===== config.mk =====
export PLATFORM = sky130hd
export DESIGN_NAME = gir_status_regs
export DESIGN_NICKNAME = d
export VERILOG_FILES = /design/src/verilog/gir_status_regs.v /design/src/verilog/gir_cause_bank.v /design/src/verilog/gir_edge_detect.v
export VERILOG_INCLUDE_DIRS = /design/src /design/src/pkg
export SDC_FILE = /design/constraint.sdc
export NUM_CORES = 1
export LEC_CHECK = 0
export ABC_AREA = 1
export BUFFER_PORTS_ARGS = -buffer_cell sky130_fd_sc_hd__buf_2
export CORE_ASPECT_RATIO = 1.1
export CORE_MARGIN = 2
export CORE_UTILIZATION = 32
export CTS_BUF_LIST = sky130_fd_sc_hd__clkbuf_4 sky130_fd_sc_hd__clkbuf_8 sky130_fd_sc_hd__clkbuf_16
export DETAILED_ROUTE_END_ITERATION = 8
export GPL_TIMING_DRIVEN = 0
export PLACE_DENSITY = 0.69
export SLEW_MARGIN = 5
export SYNTH_ARGS = -nofsm -noshare
export SYNTH_HDL_FRONTEND = slang
export SYNTH_SLANG_ARGS = --single-unit

===== constraint.sdc =====
create_clock -name clock -period 2.4 [get_ports clock]
set_clock_uncertainty 0.05 [all_clocks]
set_input_delay 0.12 -clock clock [delete_from_list [all_inputs] [get_ports clock]]
set_output_delay 0.12 -clock clock [all_outputs]
set_load 0.01 [all_outputs]

===== src/pkg/gir_consts.vh =====
`ifndef GIR_CONSTS_VH
`define GIR_CONSTS_VH
// Register offsets (byte addresses on the host port)
`define GIR_OFF_CARD_ID        5'h01
`define GIR_OFF_INTR_DMA       5'h03
`define GIR_OFF_CTRL_ADDR      5'h05
`define GIR_OFF_CAUSE_HIGH     5'h11
`define GIR_OFF_CAUSE_LOW      5'h13
`define GIR_OFF_BUS_STATE      5'h15
`define GIR_OFF_CTRL_LINES     5'h17
`define GIR_OFF_PASS_THROUGH   5'h1d
`define GIR_OFF_DATA_LINES     5'h1f
// Field positions
`define GIR_ID_JUMPER_BIT      7
`define GIR_CAUSE_HIGH_SUM     7
`define GIR_CAUSE_LOW_SUM      6
// Reset value of read data, and the byte read from an undriven register
`define GIR_RESET_BYTE         8'h00
`define GIR_FLOAT_BYTE         8'hff
`endif


===== src/verilog/gir_status_regs.v =====
`timescale 1ns/100ps
`include "gir_consts.vh"
// What this block does
// (RQ1) Identification top bit shows the future-use jumper.
// (RQ2) Identification low seven bits hold a fixed card code.
// (RQ3) Built-in variant leaves identification register undriven.
// (RQ4) Interrupt status top bit shows interrupts enabled.
// (RQ5) Bit six shows the card requesting service.
// (RQ6) Bits five and four show switch interrupt level 3 to 6.
// (RQ7) Bits one and zero show DMA channel enables; bits three, two unused.
// (RQ8) Built-in variant leaves most bits out, level fixed at 3.
// (RQ9) Controller top bit is system controller; bit six is not active controller.
// (RQ10) Low five bits give primary address switch, 0 to 30.
// (RQ11) Built-in variant leaves controller bits five to zero out.
// (RQ12) Reading either cause register or data lines alters interface state.
// (RQ13) First cause bits seven and six summarise pending causes.
// (RQ14) First cause bit five byte received, bit four ready for next.
// (RQ15) First cause bit three on EOI with ATN false.
// (RQ16) First cause bits: serial poll addressed, remote/local change, address change.
// (RQ17) Second cause bits: trigger, handshake error, unrecognised command.
// (RQ18) Second cause bits: secondary address, device clear entry.
// (RQ19) Second cause bits: own address, service request, interface clear.
// (RQ20) Interface state: REM, LLO, ATN, LPAS, TPAS, LADS, TADS, address LSB.
// (RQ21) Control-line register shows live bus lines, one for asserted.
// (RQ22) NDAC, NRFD valid only when talker; SRQ only when controller. The register passes all three raw, unqualified.
// (RQ23) Interrupt raised only for causes whose mask bit is set.
module gir_status_regs #(
    parameter       BUILT_IN  = 0,
    parameter [6:0] CARD_CODE = 7'h2a  // Arbitrary identification value
) (
    // Clock and reset
    input  wire       clock,
    input  wire       rst_n,
    // Host read port
    input  wire       readStrobe,
    input  wire [4:0] readAddr,
    output reg  [7:0] readData_q,
    output reg        readValid_q,
    // Straps and switches
    input  wire       futureJumper,
    input  wire [1:0] intLevelSwitch,
    input  wire [4:0] primaryAddrSwitch,
    input  wire       systemController,
    // Enables from the write side
    input  wire       intrEnable,
    input  wire       dma_channel_one_on,
    input  wire       dma_channel_zero_on,
    input  wire [5:0] maskHigh,
    input  wire [7:0] maskLow,
    // Interface function state
    input  wire       activeController,
    input  wire       remoteState,
    input  wire       localLockout,
    input  wire       listenPrimary,
    input  wire       talkPrimary,
    input  wire       listenAddressed,
    input  wire       talkAddressed,
    input  wire       serialPollAddressed,
    input  wire       deviceClearActive,
    input  wire       lastAddrLsb,
    input  wire       myAddrChange,
    // Interface events, one-cycle pulses
    input  wire       byteReceived,
    input  wire       readyForByte,
    input  wire       triggerReceived,
    input  wire       handshakeError,
    input  wire       unknownCommand,
    input  wire       secondaryReceived,
    input  wire       myAddrReceived,
    input  wire       srqReceived,
    input  wire       ifcReceived,
    // Live bus lines, high means asserted
    input  wire       lineAtn,
    input  wire       lineDav,
    input  wire       lineNdac,
    input  wire       lineNrfd,
    input  wire       lineEoi,
    input  wire       lineSrq,
    input  wire       lineIfc,
    input  wire       lineRen,
    input  wire [7:0] dataLines,
    input  wire [7:0] passThrough,
    // Side effects and interrupt
    output reg        dataLinesRead_q,
    output reg        serviceRequest_q
);
    wire [8:0] addrSel;
    wire [8:0] rdOh;
    wire       clrHigh;
    wire       clrLow;
    wire [5:0] highEvents;
    wire [7:0] lowEvents;
    wire [5:0] highCause;
    wire [7:0] lowCause;
    wire [2:0] levelRise;
    wire       levelChange;
    wire       endSeen;
    wire       highPending;
    wire       lowPending;
    reg  [7:0] readMux;

    // One-hot select of the nine mapped offsets; feeds both clears and mux
    function [8:0] regSelect;
        input [4:0] addr;
        begin
            regSelect = 9'h000;
            case (addr)
                `GIR_OFF_CARD_ID:      regSelect = 9'h001;
                `GIR_OFF_INTR_DMA:     regSelect = 9'h002;
                `GIR_OFF_CTRL_ADDR:    regSelect = 9'h004;
                `GIR_OFF_CAUSE_HIGH:   regSelect = 9'h008;
                `GIR_OFF_CAUSE_LOW:    regSelect = 9'h010;
                `GIR_OFF_BUS_STATE:    regSelect = 9'h020;
                `GIR_OFF_CTRL_LINES:   regSelect = 9'h040;
                `GIR_OFF_PASS_THROUGH: regSelect = 9'h080;
                `GIR_OFF_DATA_LINES:   regSelect = 9'h100;
                default:               regSelect = 9'h000;
            endcase
        end
    endfunction

    assign addrSel = regSelect(readAddr);
    assign rdOh    = {9{readStrobe}} & addrSel;
    assign clrHigh = rdOh[3]; // [RQ12]
    assign clrLow  = rdOh[4]; // [RQ12]

    // Level-sourced causes: edges of state, not the states themselves
    gir_edge_detect #(
        .WIDTH (3)
    ) uEdges (
        .clock   (clock),
        .rst_n   (rst_n),
        .levels  ({deviceClearActive, serialPollAddressed, lineEoi & ~lineAtn}),
        .rises   (levelRise),
        .changes ()
    );

    gir_edge_detect #(
        .WIDTH (1)
    ) uChanges (
        .clock   (clock),
        .rst_n   (rst_n),
        .levels  (remoteState),
        .rises   (),
        .changes (levelChange)
    );

    assign endSeen = levelRise[0]; // [RQ15]

    assign highEvents = {byteReceived,          // [RQ14]
                         readyForByte,          // [RQ14]
                         endSeen,               // [RQ15]
                         levelRise[1],          // [RQ16]
                         levelChange,           // [RQ16]
                         myAddrChange};         // [RQ16]

    assign lowEvents = {triggerReceived,        // [RQ17]
                        handshakeError,         // [RQ17]
                        unknownCommand,         // [RQ17]
                        secondaryReceived,      // [RQ18]
                        levelRise[2],           // [RQ18]
                        myAddrReceived,         // [RQ19]
                        srqReceived,            // [RQ19]
                        ifcReceived};           // [RQ19]

    gir_cause_bank #(
        .WIDTH (6)
    ) uHigh (
        .clock       (clock),
        .rst_n       (rst_n),
        .setEvents   (highEvents),
        .clearOnRead (clrHigh),
        .causes_q    (highCause)
    );

    gir_cause_bank #(
        .WIDTH (8)
    ) uLow (
        .clock       (clock),
        .rst_n       (rst_n),
        .setEvents   (lowEvents),
        .clearOnRead (clrLow),
        .causes_q    (lowCause)
    );

    // Summary bits count only unmasked causes
    assign highPending = |(highCause & maskHigh); // [RQ13] [RQ23]
    assign lowPending  = |(lowCause & maskLow);   // [RQ13] [RQ23]

    // Register bytes, one field to a line
    wire [7:0] cardIdByte;
    wire [7:0] intrDmaByte;
    wire [7:0] ctrlAddrByte;
    wire [7:0] causeHighByte;
    wire [7:0] causeLowByte;
    wire [7:0] busStateByte;
    wire [7:0] ctrlLinesByte;

    // Variant is fixed at elaboration, so no mux is left for it
    generate
        if (BUILT_IN == 0) begin : gExternal
            assign cardIdByte   = {futureJumper,             // [RQ1]
                                   CARD_CODE};               // [RQ2]
            assign intrDmaByte  = {intrEnable,               // [RQ4]
                                   serviceRequest_q,         // [RQ5]
                                   intLevelSwitch,           // [RQ6]
                                   2'b00,                    // [RQ7]
                                   dma_channel_one_on,       // [RQ7]
                                   dma_channel_zero_on};     // [RQ7]
            assign ctrlAddrByte = {systemController,         // [RQ9]
                                   ~activeController,        // [RQ9]
                                   1'b0,                     // [RQ10]
                                   primaryAddrSwitch};       // [RQ10]
        end else begin : gBuiltIn
            // Undriven register; all ones stands for whatever floats
            assign cardIdByte   = `GIR_FLOAT_BYTE;           // [RQ3]
            assign intrDmaByte  = {1'b0,                     // [RQ8]
                                   serviceRequest_q,         // [RQ5]
                                   2'b00,                    // [RQ8]
                                   2'b00,                    // [RQ8]
                                   1'b0,                     // [RQ8]
                                   dma_channel_zero_on};     // [RQ7]
            assign ctrlAddrByte = {systemController,         // [RQ9]
                                   ~activeController,        // [RQ9]
                                   6'h00};                   // [RQ11]
        end
    endgenerate

    assign causeHighByte = {highPending,                     // [RQ13]
                            lowPending,                      // [RQ13]
                            highCause};                      // [RQ14] [RQ15] [RQ16]
    assign causeLowByte  = lowCause;                         // [RQ17] [RQ18] [RQ19]
    assign busStateByte  = {remoteState,                     // [RQ20]
                            localLockout,                    // [RQ20]
                            lineAtn,                         // [RQ20]
                            listenPrimary,                   // [RQ20]
                            talkPrimary,                     // [RQ20]
                            listenAddressed,                 // [RQ20]
                            talkAddressed,                   // [RQ20]
                            lastAddrLsb};                    // [RQ20]
    // Qualified bits are passed raw; software must mask them
    assign ctrlLinesByte = {lineAtn,                         // [RQ21]
                            lineDav,                         // [RQ21]
                            lineNdac,                        // [RQ21] [RQ22]
                            lineNrfd,                        // [RQ21] [RQ22]
                            lineEoi,                         // [RQ21]
                            lineSrq,                         // [RQ21] [RQ22]
                            lineIfc,                         // [RQ21]
                            lineRen};                        // [RQ21]

    // Unmapped offsets select nothing and read as zero
    always @* begin
        readMux = ({8{addrSel[0]}} & cardIdByte)
                | ({8{addrSel[1]}} & intrDmaByte)
                | ({8{addrSel[2]}} & ctrlAddrByte)
                | ({8{addrSel[3]}} & causeHighByte)
                | ({8{addrSel[4]}} & causeLowByte)
                | ({8{addrSel[5]}} & busStateByte)
                | ({8{addrSel[6]}} & ctrlLinesByte)
                | ({8{addrSel[7]}} & passThrough)
                | ({8{addrSel[8]}} & dataLines);
    end

    always @(posedge clock) begin
        if (!rst_n) begin
            readData_q       <= `GIR_RESET_BYTE;
            readValid_q      <= 1'b0;
            dataLinesRead_q  <= 1'b0;
            serviceRequest_q <= 1'b0;
        end else begin
            readValid_q      <= readStrobe;
            dataLinesRead_q  <= rdOh[8]; // [RQ12]
            serviceRequest_q <= intrEnable & (highPending | lowPending); // [RQ5] [RQ23]
            if (readStrobe) begin
                readData_q <= readMux;
            end
        end
    end
endmodule // gir_status_regs


===== src/verilog/gir_cause_bank.v =====
`timescale 1ns/100ps
// Sticky cause byte: set wins over read-clear
module gir_cause_bank #(
    parameter WIDTH = 8
) (
    // Clock and reset
    input  wire             clock,
    input  wire             rst_n,
    // Events and clear
    input  wire [WIDTH-1:0] setEvents,
    input  wire             clearOnRead,
    // State
    output reg  [WIDTH-1:0] causes_q
);
    wire [WIDTH-1:0] causes_d;
    genvar i;
    generate
        for (i = 0; i < WIDTH; i = i + 1) begin : gBit
            // Event in the read cycle survives, so no cause is lost
            assign causes_d[i] = setEvents[i] | (causes_q[i] & ~clearOnRead);
        end
    endgenerate
    always @(posedge clock) begin
        if (!rst_n) begin
            causes_q <= {WIDTH{1'b0}};
        end else begin
            causes_q <= causes_d;
        end
    end
endmodule // gir_cause_bank


===== src/verilog/gir_edge_detect.v =====
`timescale 1ns/100ps
// One-cycle pulses on rise or any change of a level vector
module gir_edge_detect #(
    parameter WIDTH = 2
) (
    // Clock and reset
    input  wire             clock,
    input  wire             rst_n,
    // Levels
    input  wire [WIDTH-1:0] levels,
    // Pulses
    output wire [WIDTH-1:0] rises,
    output wire [WIDTH-1:0] changes
);
    reg [WIDTH-1:0] prev_q;
    always @(posedge clock) begin
        if (!rst_n) begin
            prev_q <= {WIDTH{1'b0}};
        end else begin
            prev_q <= levels;
        end
    end
    assign rises   = levels & ~prev_q;
    assign changes = levels ^ prev_q;
endmodule // gir_edge_detect


==> Yosys cells after proc, flatten, opt, wreduce, memory -nomap -nowiden <==
Memory sizes are Yosys's and may differ from the RTL's.
Index checks and enable logic that the tools add are counted.
{ "word_totals": {"in_bits": 78, "n_memories": 1, "latchBits": 0, "output_inout_bits": 11, "regBits": 29, "mem_bits_rw": 0, "rom_bits": 288} }
{ "mem_list": {"columns": ["memory", "depth", "word_bits", "rd", "rd_ports_with_merged_regs", "write_ports", "line_no", "source"], "rows": [
  ["(name not given)", 32, 9, 1, 0, 0, "gir_status_regs.v:107", "case (addr)"]
]} }
{ "op_classes": {"div_mod_pow": 0, "reduce_logical": 2, "shifts": 0, "eq_ne": 0, "add_sub_neg": 0, "bitwise_logic": 58, "n_mul": 0, "muxes": 0, "magnitude_cmp": 0} }
{ "op_table": {"columns": ["op", "n"], "rows": [
  ["8-bit bitwise AND", 10],
  ["8-bit OR", 8],
  ["1-bit bitwise AND", 16],
  ["1-bit OR", 15],
  ["9-bit bitwise AND", 1],
  ["8-bit OR reduction", 1],
  ["6-bit bitwise AND", 1],
  ["6-bit OR reduction", 1],
  ["1-bit NOT", 4],
  ["3-bit bitwise AND", 1],
  ["3-bit NOT", 1],
  ["1-bit XOR", 1]
]} }

==> Depth between registers and ports, before layout <==
Gate-level depths: netlist (run 1).
An unclocked memory read counts as a cell.
{ "logic_depth": {"depth_word": 10, "ltp_mapped": 9, "ltp_nobuf": 9} }

==> Cells and area by module <==
A second synthesis (run 1) with hierarchy kept.
{ "unflattened": {"hier_cells": 309, "area_unflattened_um2": 1866.8} }
{ "by_module_without_submodules": {"columns": ["module", "seq_area_each_um2", "area_per_inst_um2", "n_inst", "cells_each"], "rows": [
  ["gir_status_regs", 220.2, 1206.2, 1, 225],
  ["gir_cause_bank (uLow)", 160.2, 267.8, 1, 34],
  ["gir_cause_bank (uHigh)", 120.1, 202.7, 1, 26],
  ["gir_edge_detect (uEdges)", 60.1, 142.6, 1, 18],
  ["gir_edge_detect (uChanges)", 20.0, 47.5, 1, 6]
]} }

==> Worst setup path before layout (run 1) <==
OpenSTA, ideal clock, no wires.
{ "synth_path": {"path_type": "input -> register", "startpoint": "input readAddr[2]", "endpoint": "register uHigh.causes_q[4]", "path_slack_ns": 1.444, "setup_time_ns": 0.128, "path_stages": 6, "n_path_buf": 0, "required_time_ns": 2.222, "t_arrival_ns": 0.778, "path_cell_list": "nor2_4 -> nand2_1 -> nor2_4 -> nand2_2 -> a21oi_1 -> nor2_1"} }
{ "synth_between": {"elab_chain_cells": 5} }
{ "synth_rtl": {"columns": ["element", "line_no", "source"], "rows": [
  ["start: declaration", "gir_status_regs.v:36", "input wire [4:0] readAddr,"],
  ["memory 32 x 9 bit", null, null],
  ["9-bit bitwise AND", "gir_status_regs.v:123", "assign rdOh = {9{readStrobe}} & addrSel;"],
  ["1-bit NOT", "gir_cause_bank.v:20", "assign causes_d[i] = setEvents[i] | (causes_q[i] & ~clearOnRead);"],
  ["1-bit bitwise AND", "gir_cause_bank.v:20", null],
  ["1-bit OR", "gir_cause_bank.v:20", null],
  ["end signal: assignment", "gir_cause_bank.v:25", "causes_q <= {WIDTH{1'b0}};"],
  ["end signal: assignment", "gir_cause_bank.v:27", "causes_q <= causes_d;"],
  ["end: declaration", "gir_cause_bank.v:13", "output reg [WIDTH-1:0] causes_q"]
]} }
No other way between the ends.
A chain may end at the register's enable or synchronous reset.

==> Worst setup path after layout (run 1) <==
{ "layout_path": {"startpoint": "register uLow.causes_q[2]", "endpoint": "register readData_q[6]"} }
{ "layout_between": {"elab_chain_cells": 9} }
{ "layout_rtl": {"columns": ["element", "line_no", "source"], "rows": [
  ["start: declaration", "gir_cause_bank.v:13", null],
  ["start signal: assignment", "gir_cause_bank.v:25", null],
  ["start signal: assignment", "gir_cause_bank.v:27", null],
  ["8-bit bitwise AND", "gir_status_regs.v:188", "assign lowPending = |(lowCause & maskLow);"],
  ["8-bit OR reduction", "gir_status_regs.v:188", null],
  ["8-bit bitwise AND", "gir_status_regs.v:256", "| ({8{addrSel[3]}} & causeHighByte)"],
  ["8-bit OR", "gir_status_regs.v:256", null],
  ["8-bit OR", "gir_status_regs.v:257", "| ({8{addrSel[4]}} & causeLowByte)"],
  ["8-bit OR", "gir_status_regs.v:258", "| ({8{addrSel[5]}} & busStateByte)"],
  ["8-bit OR", "gir_status_regs.v:259", "| ({8{addrSel[6]}} & ctrlLinesByte)"],
  ["8-bit OR", "gir_status_regs.v:260", "| ({8{addrSel[7]}} & passThrough)"],
  ["8-bit OR", "gir_status_regs.v:261", "| ({8{addrSel[8]}} & dataLines);"],
  ["end signal: assignment", "gir_status_regs.v:266", "readData_q <= `GIR_RESET_BYTE;"],
  ["end signal: assignment", "gir_status_regs.v:275", "readData_q <= readMux;"],
  ["end: declaration", "gir_status_regs.v:37", "output reg [7:0] readData_q,"]
]} }
No other way between the ends.

==> metrics.txt, run 1 <==
Max Clock Freq 880 MHz; num ports 89; Slew HR 69.1%; final worst setup slack 1260 ps; Vias/cell 4.66; fraction of layout cells with a size suffix above 1 31.5%; Least-Margin Pin Slew 463 ps; pins over their slew limit 0; Longest Clk Path Bufs 2; area grow syn2layout 38.2%; status finished with violations; drt pass-1 iters 4; Post-synth top cells nand2_1 (82), nor2_1 (47), dfxtp_1 (29), nand3_1 (25), inv_1 (21); final net count 460; HPWL Detailed 4560 um; largest net degree at the start of global routing 11; # fillers 590; post-layout util 45.4%; main flop type after synthesis dfxtp_1; Reg clk slew, reported paths 60 ps; Worst Path Required 2530 ps; H-tree depth 2; top-area cell type share of the netlist area 33.0%; Critical Path AT 1270 ps; vias in the first global route 1938; Wirelength per Cell 12.3 um; number of gates resized after cts 0; violated checks hold timing; synthesis-stage register bit count 29; Routed WL 5590 um; drt drc 0; TritonCTS Buffers 5; grt total ovfl 0; first-pass GRT wire length 9050 um; Cells after Synth 281; Core Region 5360 um2; DR vias 2123; Syn Nets 359; IO buf count 87; R2R Path End readData_q[6]; Post-synth EDFFs 0; fin crit period 1140 ps; worst r2r path cells 8; Sink Count 29; distinct cell type count of the synthesized netlist 26; multi-input logic area 1020 um2; Initial Utilization 32.9%; final hold vios 1; Storage cell area 581 um2; Static Leak 1.31 nW; final setup vio count 0; Die W 74.7 um; Ant. Diodes 0; setup TNS 0 ps; sequential-to-total area share from yosys stat 33.0%; DR iter-0 viols 127; RSZ-0062 raised after global routing false; Final period util 47.4%; Root Driver clkbuf_8; ranking of synthesized cells by area dfxtp_1 (33%), nand2_1 (17%), nor2_1 (10%); ys async rst share 0%; R2R Path Start uLow.causes_q[2]; die footprint 6120 um2; antenna viol nets, final 0; Rows 28; crit path capture type flip-flop; DP Worst Slack 1110 ps; GRT Util Overall 19.8%; initial antenna violation count 0; GPL Wtd Cong 0.885; Max-Cap Viols 0; power density over cell area 469 nW/um2; die height 81.8 um; worst hold slack -0.312 ps; worst-skew pair later-pin latency 280 ps; synthesized cell area 1760 um2; VDD IR max 0.301 mV; largest area contributor in the netlist dfxtp_1; Hold Path Class in2reg; Critical Path Source uLow.causes_q[2]; Setup crit end readData_q[6]; CP startpoint kind flip-flop; Placed Instance Area 2290 um2; Max FO, Critical Path 3; Post-Syn Area per Cell 6.27 um2; CTS tree built; Finished Cell Area 2430 um2; R2R setup slack 1260 ps; Crit Path Class reg2reg; Yosys warnings 0; most frequent cell after synthesis nand2_1
-- layout make-up --
| type | instances | area share (%) |
|---|---|---|
| clock buffer | 5 | 2.83 |
| tap | 75 | 3.85 |
| clock inverter | 1 | 0.206 |
| buffer | 7 | 1.75 |
| inverter | 31 | 4.83 |
| sequential | 29 | 23.8 |
| timing repair buffer | 94 | 20.8 |
| multi-input combinational | 214 | 41.9 |
-- worst min path at each step --
| stage | from | to | slack (ps) | cells after the start |
|---|---|---|---|---|
| 6_report | byteReceived | uHigh.causes_q[5] | -0.3 | 3 |
| 5_1_grt | handshakeError | uLow.causes_q[6] | 10 | 3 |
| 4_1_cts | byteReceived | uHigh.causes_q[5] | 3 | 3 |
| 3_5_place_dp | deviceClearActive | uEdges.prev_q[2] | 270 | 3 |
| 3_3_place_gp | deviceClearActive | uEdges.prev_q[2] | 270 | 3 |
| 2_1_floorplan | remoteState | uChanges.prev_q | 160 | 2 |
-- layer usage --
metal | global-route usage, % | wire (um) | up-vias
met1 | 25.8 | 2410 | 920
met2 | 32.3 | 2620 | 92
met4 | 4.82 | 55 | 0
met3 | 5.28 | 502 | 8
met5 | 0 | 0 | -
li1 | - | - | 1103
-- through the flow --
step / total power, W / instances
after floorplan: 0.000661 / 281
after global placement: 0.000774 / 443
after detailed placement: 0.000776 / 443
after CTS: 0.00115 / 456
after global routing: 0.00122 / 456
final: 0.00114 / 456
-- repair_timing --
action                    4_1_cts  5_1_grt
hold endpoints to repair        7        0
buffers inserted                0        0
hold buffers                    7        0
-- worst max-delay path: stages (launching register included) --
cell,delay [ps]
dfxtp_1,330
nand2_1,70
nand2_1,50
nor2_1,110
nand2_1,90
nand2_1,80
nand3_1,70
nor2_1,130
nor2_1,50
-- registers in the layout (all words and copies together), names as in the netlist --
register / cells
uHigh.causes_q: 6
uLow.causes_q: 8
serviceRequest_q: 1
readValid_q: 1
uChanges.prev_q: 1
uEdges.prev_q: 3
readData_q: 8
dataLinesRead_q: 1
-- kinds of logic after synthesis --
kind of cell,count (synthesis),synth area share (%)
compound gates,28,7.95
xor+xnor,1,0.497
flops,29,33.0
simple gates,185,49.5
buf+inv,38,9.09
-- cells in the final DEF (no fill, tap or decap) --
| master | n |
|---|---|
| clkinv_2 | 2 |
| nand2_1 | 82 |
| nand3b_1 | 1 |
| clkbuf_1 | 3 |
| buf_6 | 1 |
| xnor2_1 | 1 |
| buf_2 | 88 |
| buf_4 | 2 |
| inv_2 | 7 |
| a21oi_1 | 17 |
| dlygate4sd3_1 | 7 |
| clkinv_1 | 2 |
| nor3b_1 | 3 |
| nand3_1 | 25 |
| nor2_1 | 47 |
| o21ai_1 | 2 |
| nand4_1 | 11 |
| nand3_2 | 2 |
| inv_1 | 21 |
| nand4_2 | 1 |
| dfxtp_1 | 29 |
| nand2_2 | 3 |
| nor3_2 | 1 |
| nor2_4 | 7 |
| clkbuf_8 | 5 |
| o21ai_0 | 9 |
| nor4_1 | 1 |
| nand3_4 | 1 |
-- where the power goes --
group / switching [W] / total (W) / internal (W)
sequential: 0.0000204 / 0.000534 / 0.000514
combinational: 0.000132 / 0.000240 / 0.000107
clock: 0.000178 / 0.000368 / 0.000190
total: 0.000331 / 0.00114 / 0.000811
Power figures use the tool's default switching activity.
==> run 2, diff against run 1 <==
--- a/config.mk
+++ b/config.mk
@@ -14,7 +14,7 @@
 export CTS_BUF_LIST = sky130_fd_sc_hd__clkbuf_4 sky130_fd_sc_hd__clkbuf_8 sky130_fd_sc_hd__clkbuf_16
 export DETAILED_ROUTE_END_ITERATION = 8
 export GPL_TIMING_DRIVEN = 0
-export PLACE_DENSITY = 0.69
+export PLACE_DENSITY = 0.71
 export SLEW_MARGIN = 5
 export SYNTH_ARGS = -nofsm -noshare
 export SYNTH_HDL_FRONTEND = slang
==> constraint.sdc (replaced) <==
create_clock -name clock -period 1.04 [get_ports clock]
set_clock_uncertainty 0.05 [all_clocks]
set_input_delay 0.052 -clock clock [delete_from_list [all_inputs] [get_ports clock]]
set_output_delay 0.052 -clock clock [all_outputs]
set_load 0.01 [all_outputs]
==> run 2 against run 1 <==
The run ends with setup timing left. Flip-flop and latch count is the same. First-iteration DRC count shrank 27%. Hold slack gained 49 ps. Critical path type unchanged. Highest routed layer unchanged.
==> metrics.txt, run 2 (synthesized netlist as in run 1, its figures left out) <==
status finished with violations (unchanged); violated checks setup timing (was hold timing); Static Leak 1.39 nW (was 1.31 nW); num ports 89 (unchanged); die height 81.8 um (unchanged); drt drc 0 (unchanged); Sink Count 29 (unchanged); Die W 74.7 um (unchanged); final worst setup slack -73.3 ps (was 1260 ps); CP startpoint kind flip-flop (unchanged); first-pass GRT wire length 9090 um (was 9050 um); total power 0.00280 W (was 0.00114 W); sw frac 30.1% (was 29.0%); Hold Path Class in2reg (unchanged); Vias/cell 4.55 (was 4.66); gr busiest metal met2 (unchanged); NetSw 0.000843 W (was 0.000331 W); pins over their slew limit 0 (unchanged); Core Region 5360 um2 (unchanged); Longest Clk Path Bufs 2 (unchanged); GPL Wtd Cong 0.878 (was 0.885); die footprint 6120 um2 (unchanged); fin crit period 1110 ps (was 1140 ps); Crit Path Class reg2reg (unchanged); CP max-delay cell dfxtp_2 (was dfxtp_1); Wirelength per Cell 12.6 um (was 12.3 um); M1 GR Usage 23.4% (was 25.8%); # fillers 561 (was 590); final net count 475 (was 460); vias in the first global route 2021 (was 1938); Reg clk slew, reported paths 70 ps (was 60 ps); DR iter-0 viols 93 (was 127); CP Cell Sequence nand2_1, nand2_1, nor2_2, nand2_2, nand2_2, nand3_2, nor2_2, nor2_1 (was nand2_1, nand2_1, nor2_1, nand2_1, nand2_1, nand3_1, nor2_1, nor2_1); VDD IR max 0.652 mV (was 0.301 mV); Final period util 107% (was 47.4%); Initial Utilization 32.9% (unchanged); CP max stage delay 330 ps (about the same); RSZ-0062 raised after global routing true (was false); drt pass-1 iters 4 (unchanged); Rows 28 (unchanged); initial antenna violation count 0 (unchanged); grt met2 use 35.0% (was 32.3%); worst-skew pair later-pin latency 290 ps (was 280 ps); Max FO, Critical Path 3 (unchanged); IO buf count 87 (unchanged); DR vias 2150 (was 2123); final setup vio count 3 (was 0); Least-Margin Pin Slew 455 ps (was 463 ps); grt total ovfl 0 (unchanged); DP Worst Slack -200 ps (was 1110 ps); Worst Path Required 1170 ps (was 2530 ps); Max Clock Freq 898 MHz (was 880 MHz); largest net degree at the start of global routing 11 (unchanged); antenna viol nets, final 0 (unchanged); Global Route met3 Usage 4.29% (was 5.28%); HPWL Detailed 4630 um (was 4560 um); Ant. Diodes 0 (unchanged); Slew HR 69.7% (was 69.1%); worst hold stages 4 (was 3); most frequent cells in the layout buf_2 (88), nand2_1 (76), nor2_1 (43) (was buf_2 (88), nand2_1 (82), nor2_1 (47)); area grow syn2layout 49.4% (was 38.2%); Routed WL 5960 um (was 5590 um); stages on the worst setup path 8 (unchanged); Critical Path AT 1250 ps (was 1270 ps); combinational share of power 22.9% (was 21.0%); fraction of layout cells with a size suffix above 1 38.4% (was 31.5%); crit path capture type flip-flop (unchanged); Clk pwr share 32.8% (was 32.2%); Buf/Inv on CP 0 (unchanged); power density over cell area 1060 nW/um2 (was 469 nW/um2); TritonCTS Buffers 5 (unchanged); Largest regs readData_q x8, uLow.causes_q x8, uHigh.causes_q x6 (unchanged); CTS tree built (unchanged); final hold vios 0 (was 1); GRT Util Overall 19.9% (was 19.8%); commonest non-fill, non-tap cell in the layout buf_2 (unchanged); delay-heaviest family, CP simple AND/OR/NAND/NOR gates (unchanged); Max-Cap Viols 0 (unchanged); Root Driver clkbuf_8 (unchanged); sequential power share 44.3% (was 46.8%); Internal 0.00195 W (was 0.000811 W); worst r2r path cells 8 (unchanged); H-tree depth 2 (unchanged)
==> run 2: worst min-delay path, cell delays in order <==
cell and delay, ps:
buf_2 110, inv_1 40, nand2_1 90, nor2_1 40
==> run 2: what timing repair did <==
action                                  4_1_cts  5_1_grt
hold buffers                                 15        0
endpoints found under the setup margin        3        4
pin swaps                                     8       11
buffers inserted                              4        3
gates resized for setup                      15       10
hold endpoints to repair                     17        0
==> run 2: power by group through the flow <==
| stage | Sequential (W) | Combinational (W) | Clock, W |
|---|---|---|---|
| floorplan | 0.00126 | 0.000268 | 0 |
| global placement | 0.00125 | 0.000530 | 0 |
| detailed placement | 0.00126 | 0.000536 | 0 |
| CTS | 0.00124 | 0.000607 | 0.000935 |
| global route | 0.00125 | 0.000709 | 0.00100 |
| finish | 0.00124 | 0.000640 | 0.000919 |
==> run 2: per-stage QoR <==
step / instances / hold WS, ps / utilization [%] / area, um2 / TNS [ps]
2_1_floorplan: 281 / 95.5 / - / 1760 / 0
3_3_place_gp: 443 / 198 / 42.7 / 2290 / -2160
3_5_place_dp: 443 / 204 / 42.7 / 2290 / -2460
4_1_cts: 470 / 36.8 / 48.2 / 2580 / -104
5_1_grt: 473 / 71.2 / 49.1 / 2630 / -477
6_report: 473 / 48.4 / 49.1 / 2630 / -177
==> run 2: layout make-up <==
cell class	count	area (um2)	share of cell area, %
multi-input cells	214	1050	40.1
repair buffers	109	642	24.4
flip-flops and latches	29	596	22.6
inverters	31	118	4.47
well taps	75	93.8	3.56
clock buffers	5	68.8	2.61
plain buffers	7	42.5	1.62
clock inverters	3	17.5	0.665
==> run 2: path summary, 6_finish.rpt <==
kind / start / endpoint / slack, ps
setup reg to reg: uLow.causes_q[0] / readData_q[6] / -70
hold / removal: lineAtn / uEdges.prev_q[0] / 50
setup / recovery: uLow.causes_q[0] / readData_q[6] / -70
hold reg to reg: uEdges.prev_q[2] / uLow.causes_q[3] / 370
==> run 2: layer usage <==
layer / routed length [um] / vias to the layer above
li1: - / 1130
met1: 2630 / 928
met2: 2830 / 81
met3: 374 / 11
met4: 129 / 0
met5: 0 / -
==> run 3, diff against run 2 <==
--- a/config.mk
+++ b/config.mk
@@ -14,8 +14,9 @@
 export CTS_BUF_LIST = sky130_fd_sc_hd__clkbuf_4 sky130_fd_sc_hd__clkbuf_8 sky130_fd_sc_hd__clkbuf_16
 export DETAILED_ROUTE_END_ITERATION = 8
 export GPL_TIMING_DRIVEN = 0
-export PLACE_DENSITY = 0.71
+export PLACE_DENSITY = 0.7
 export SLEW_MARGIN = 5
 export SYNTH_ARGS = -nofsm -noshare
 export SYNTH_HDL_FRONTEND = slang
+export SYNTH_HIERARCHICAL = 1
 export SYNTH_SLANG_ARGS = --single-unit
==> run 3 against run 2 <==
The flow still finishes with violations (setup timing). Sequential power hardly changed. Register-to-register slack is essentially flat. Synthesized area rose by 5.3%. Largest cell class unchanged.
==> metrics.txt, run 3 <==
Root Driver clkbuf_8 (unchanged); worst-skew pair later-pin latency 280 ps (was 290 ps); die height 83.9 um (was 81.8 um); Cells after Synth 306 (was 281); Wirelength per Cell 11.9 um (was 12.6 um); GRT Util Overall 18.7% (was 19.9%); Final Non-Filler Cells 499 (was 473); Initial Utilization 32.6% (was 32.9%); largest net degree at the start of global routing 12 (was 11); area grow syn2layout 46.8% (was 49.4%); Rows 29 (was 28); Least-Margin Pin Slew 476 ps (was 455 ps); H-tree depth 2 (unchanged); Post-Place Cells 470 (was 443); Hold Path Class in2reg (unchanged); Die W 76.6 um (was 74.7 um); worst hold slack 67.6 ps (was 48.4 ps); Crit Path Class reg2reg (unchanged); GPL Wtd Cong 0.855 (was 0.878); post-layout util 47.8% (was 49.1%); RSZ-0062 raised after global routing true (unchanged); fraction of layout cells with a size suffix above 1 33.6% (was 38.4%); drt pass-1 iters 5 (was 4); pins over their slew limit 0 (unchanged); vias in the first global route 2205 (was 2021); fin crit period 1100 ps (was 1110 ps); HPWL Detailed 4540 um (was 4630 um); VDD IR max 0.791 mV (was 0.652 mV); die footprint 6420 um2 (was 6120 um2); Static Leak 1.55 nW (was 1.39 nW); final hold vios 0 (unchanged); first-pass GRT wire length 9520 um (was 9090 um); final net count 503 (was 475); Routed WL 5950 um (was 5960 um); synthesized cell area 1860 um2 (was 1760 um2); Syn Nets 388 (was 359); Sink Count 29 (unchanged); DR vias 2236 (was 2150); R2R setup slack -60 ps (was -70 ps); DR iter-0 viols 126 (was 93); CTS tree built (unchanged); final worst setup slack -58.6 ps (was -73.3 ps); Max Clock Freq 910 MHz (was 898 MHz); num ports 89 (unchanged); initial antenna violation count 0 (unchanged); Reg clk slew, reported paths 60 ps (was 70 ps); IO buf count 87 (unchanged); # fillers 625 (was 561); violated checks setup timing (unchanged); drt drc 0 (unchanged); Finished Cell Area 2720 um2 (was 2630 um2); Core Region 5700 um2 (was 5360 um2); Vias/cell 4.48 (was 4.55); commonest non-fill, non-tap cell in the layout nand2_1 (was buf_2); status finished with violations (unchanged); antenna viol nets, final 0 (unchanged); TritonCTS Buffers 5 (unchanged); Max FO, Critical Path 2 (was 3); Final period util 106% (was 107%); Worst Path Required 1180 ps (was 1170 ps); most frequent cells in the layout nand2_1 (91), buf_2 (87), inv_1 (51) (was buf_2 (88), nand2_1 (76), nor2_1 (43)); grt total ovfl 0 (unchanged); crit path capture type flip-flop (unchanged); Critical Path AT 1230 ps (was 1250 ps); Placed Instance Area 2390 um2 (was 2290 um2); setup TNS -109 ps (was -177 ps); CP startpoint kind flip-flop (unchanged); Yosys warnings 6 (was 0); final setup vio count 4 (was 3); power density over cell area 1040 nW/um2 (was 1060 nW/um2); Max-Cap Viols 0 (unchanged); Slew HR 68.1% (was 69.7%); Ant. Diodes 0 (unchanged); Longest Clk Path Bufs 2 (unchanged); Post-Syn Area per Cell 6.06 um2 (was 6.27 um2); Largest regs readData_q x8, uLow/causes_q x8, uHigh/causes_q x6 (was readData_q x8, uLow.causes_q x8, uHigh.causes_q x6)
[run 3: changes by cell type in the layout (fill, tap and decap cells not counted), sizes merged, moves of 3 or more]
cell / before / now
nand4: 12 / 7
nor3b: 3 / 0
nor2: 54 / 46
nand2: 85 / 98
clkinv: 5 / 0
ha: 0 / 4
inv: 28 / 58
[run 3: repair_timing]
action                                  CTS  global route
pin swaps                                 8             8
setup buffers                             2             4
hold endpoints to repair                 15             0
resized for setup                        14             8
hold buffers                             15             0
endpoints found under the setup margin    2             4
[run 3: cell type report]
type	count	area [um2]	share of cell area, %
Tap cell	77	96.3	3.54
Sequential cell	29	596	21.9
Clock buffer	8	91.3	3.35
Timing Repair Buffer	108	634	23.3
Buffer	4	37.5	1.38
Inverter	58	218	7.99
Multi-Input combinational cell	215	1050	38.6
[run 3: critical path, stage by stage (launching register included)]
cell      delay (ps)
dfxtp_2          330
buf_4            130
buf_4            130
nand2_1           50
nand2_1           40
nand3b_1         170
nand2_1           80
inv_1             30
[run 3: worst paths after layout]
kind / from / endpoint / cells past startpoint
max: uHigh/causes_q[1] / readData_q[1] / 7
min: rst_n / uEdges/prev_q[1] / 3
max reg2reg: uHigh/causes_q[1] / readData_q[1] / 7
min reg2reg: uLow/causes_q[7] / uLow/causes_q[7] / 2
[run 3: power by group]
part	internal [W]	switching [W]	total, W
clock	0.000552	0.000417	0.000970
combinational	0.000300	0.000338	0.000638
sequential	0.00119	0.0000449	0.00124
[run 3: metal layers]
layer / global-route usage [%] / wire [um] / vias to the layer above
met3: 5.09 / 444 / 11
met5: 0 / 0 / -
met1: 21.7 / 2500 / 965
met2: 33.0 / 2880 / 92
met4: 6.45 / 116 / 0
li1: - / - / 1168
[run 3: stage by stage]
| step | total power (W) | worst slack (ps) |
|---|---|---|
| after floorplan | 0.00152 | 71.3 |
| after global placement | 0.00178 | -101 |
| after detailed placement | 0.00179 | -132 |
| after CTS | 0.00281 | -14.3 |
| after global routing | 0.00301 | -146 |
| final | 0.00284 | -58.6 |
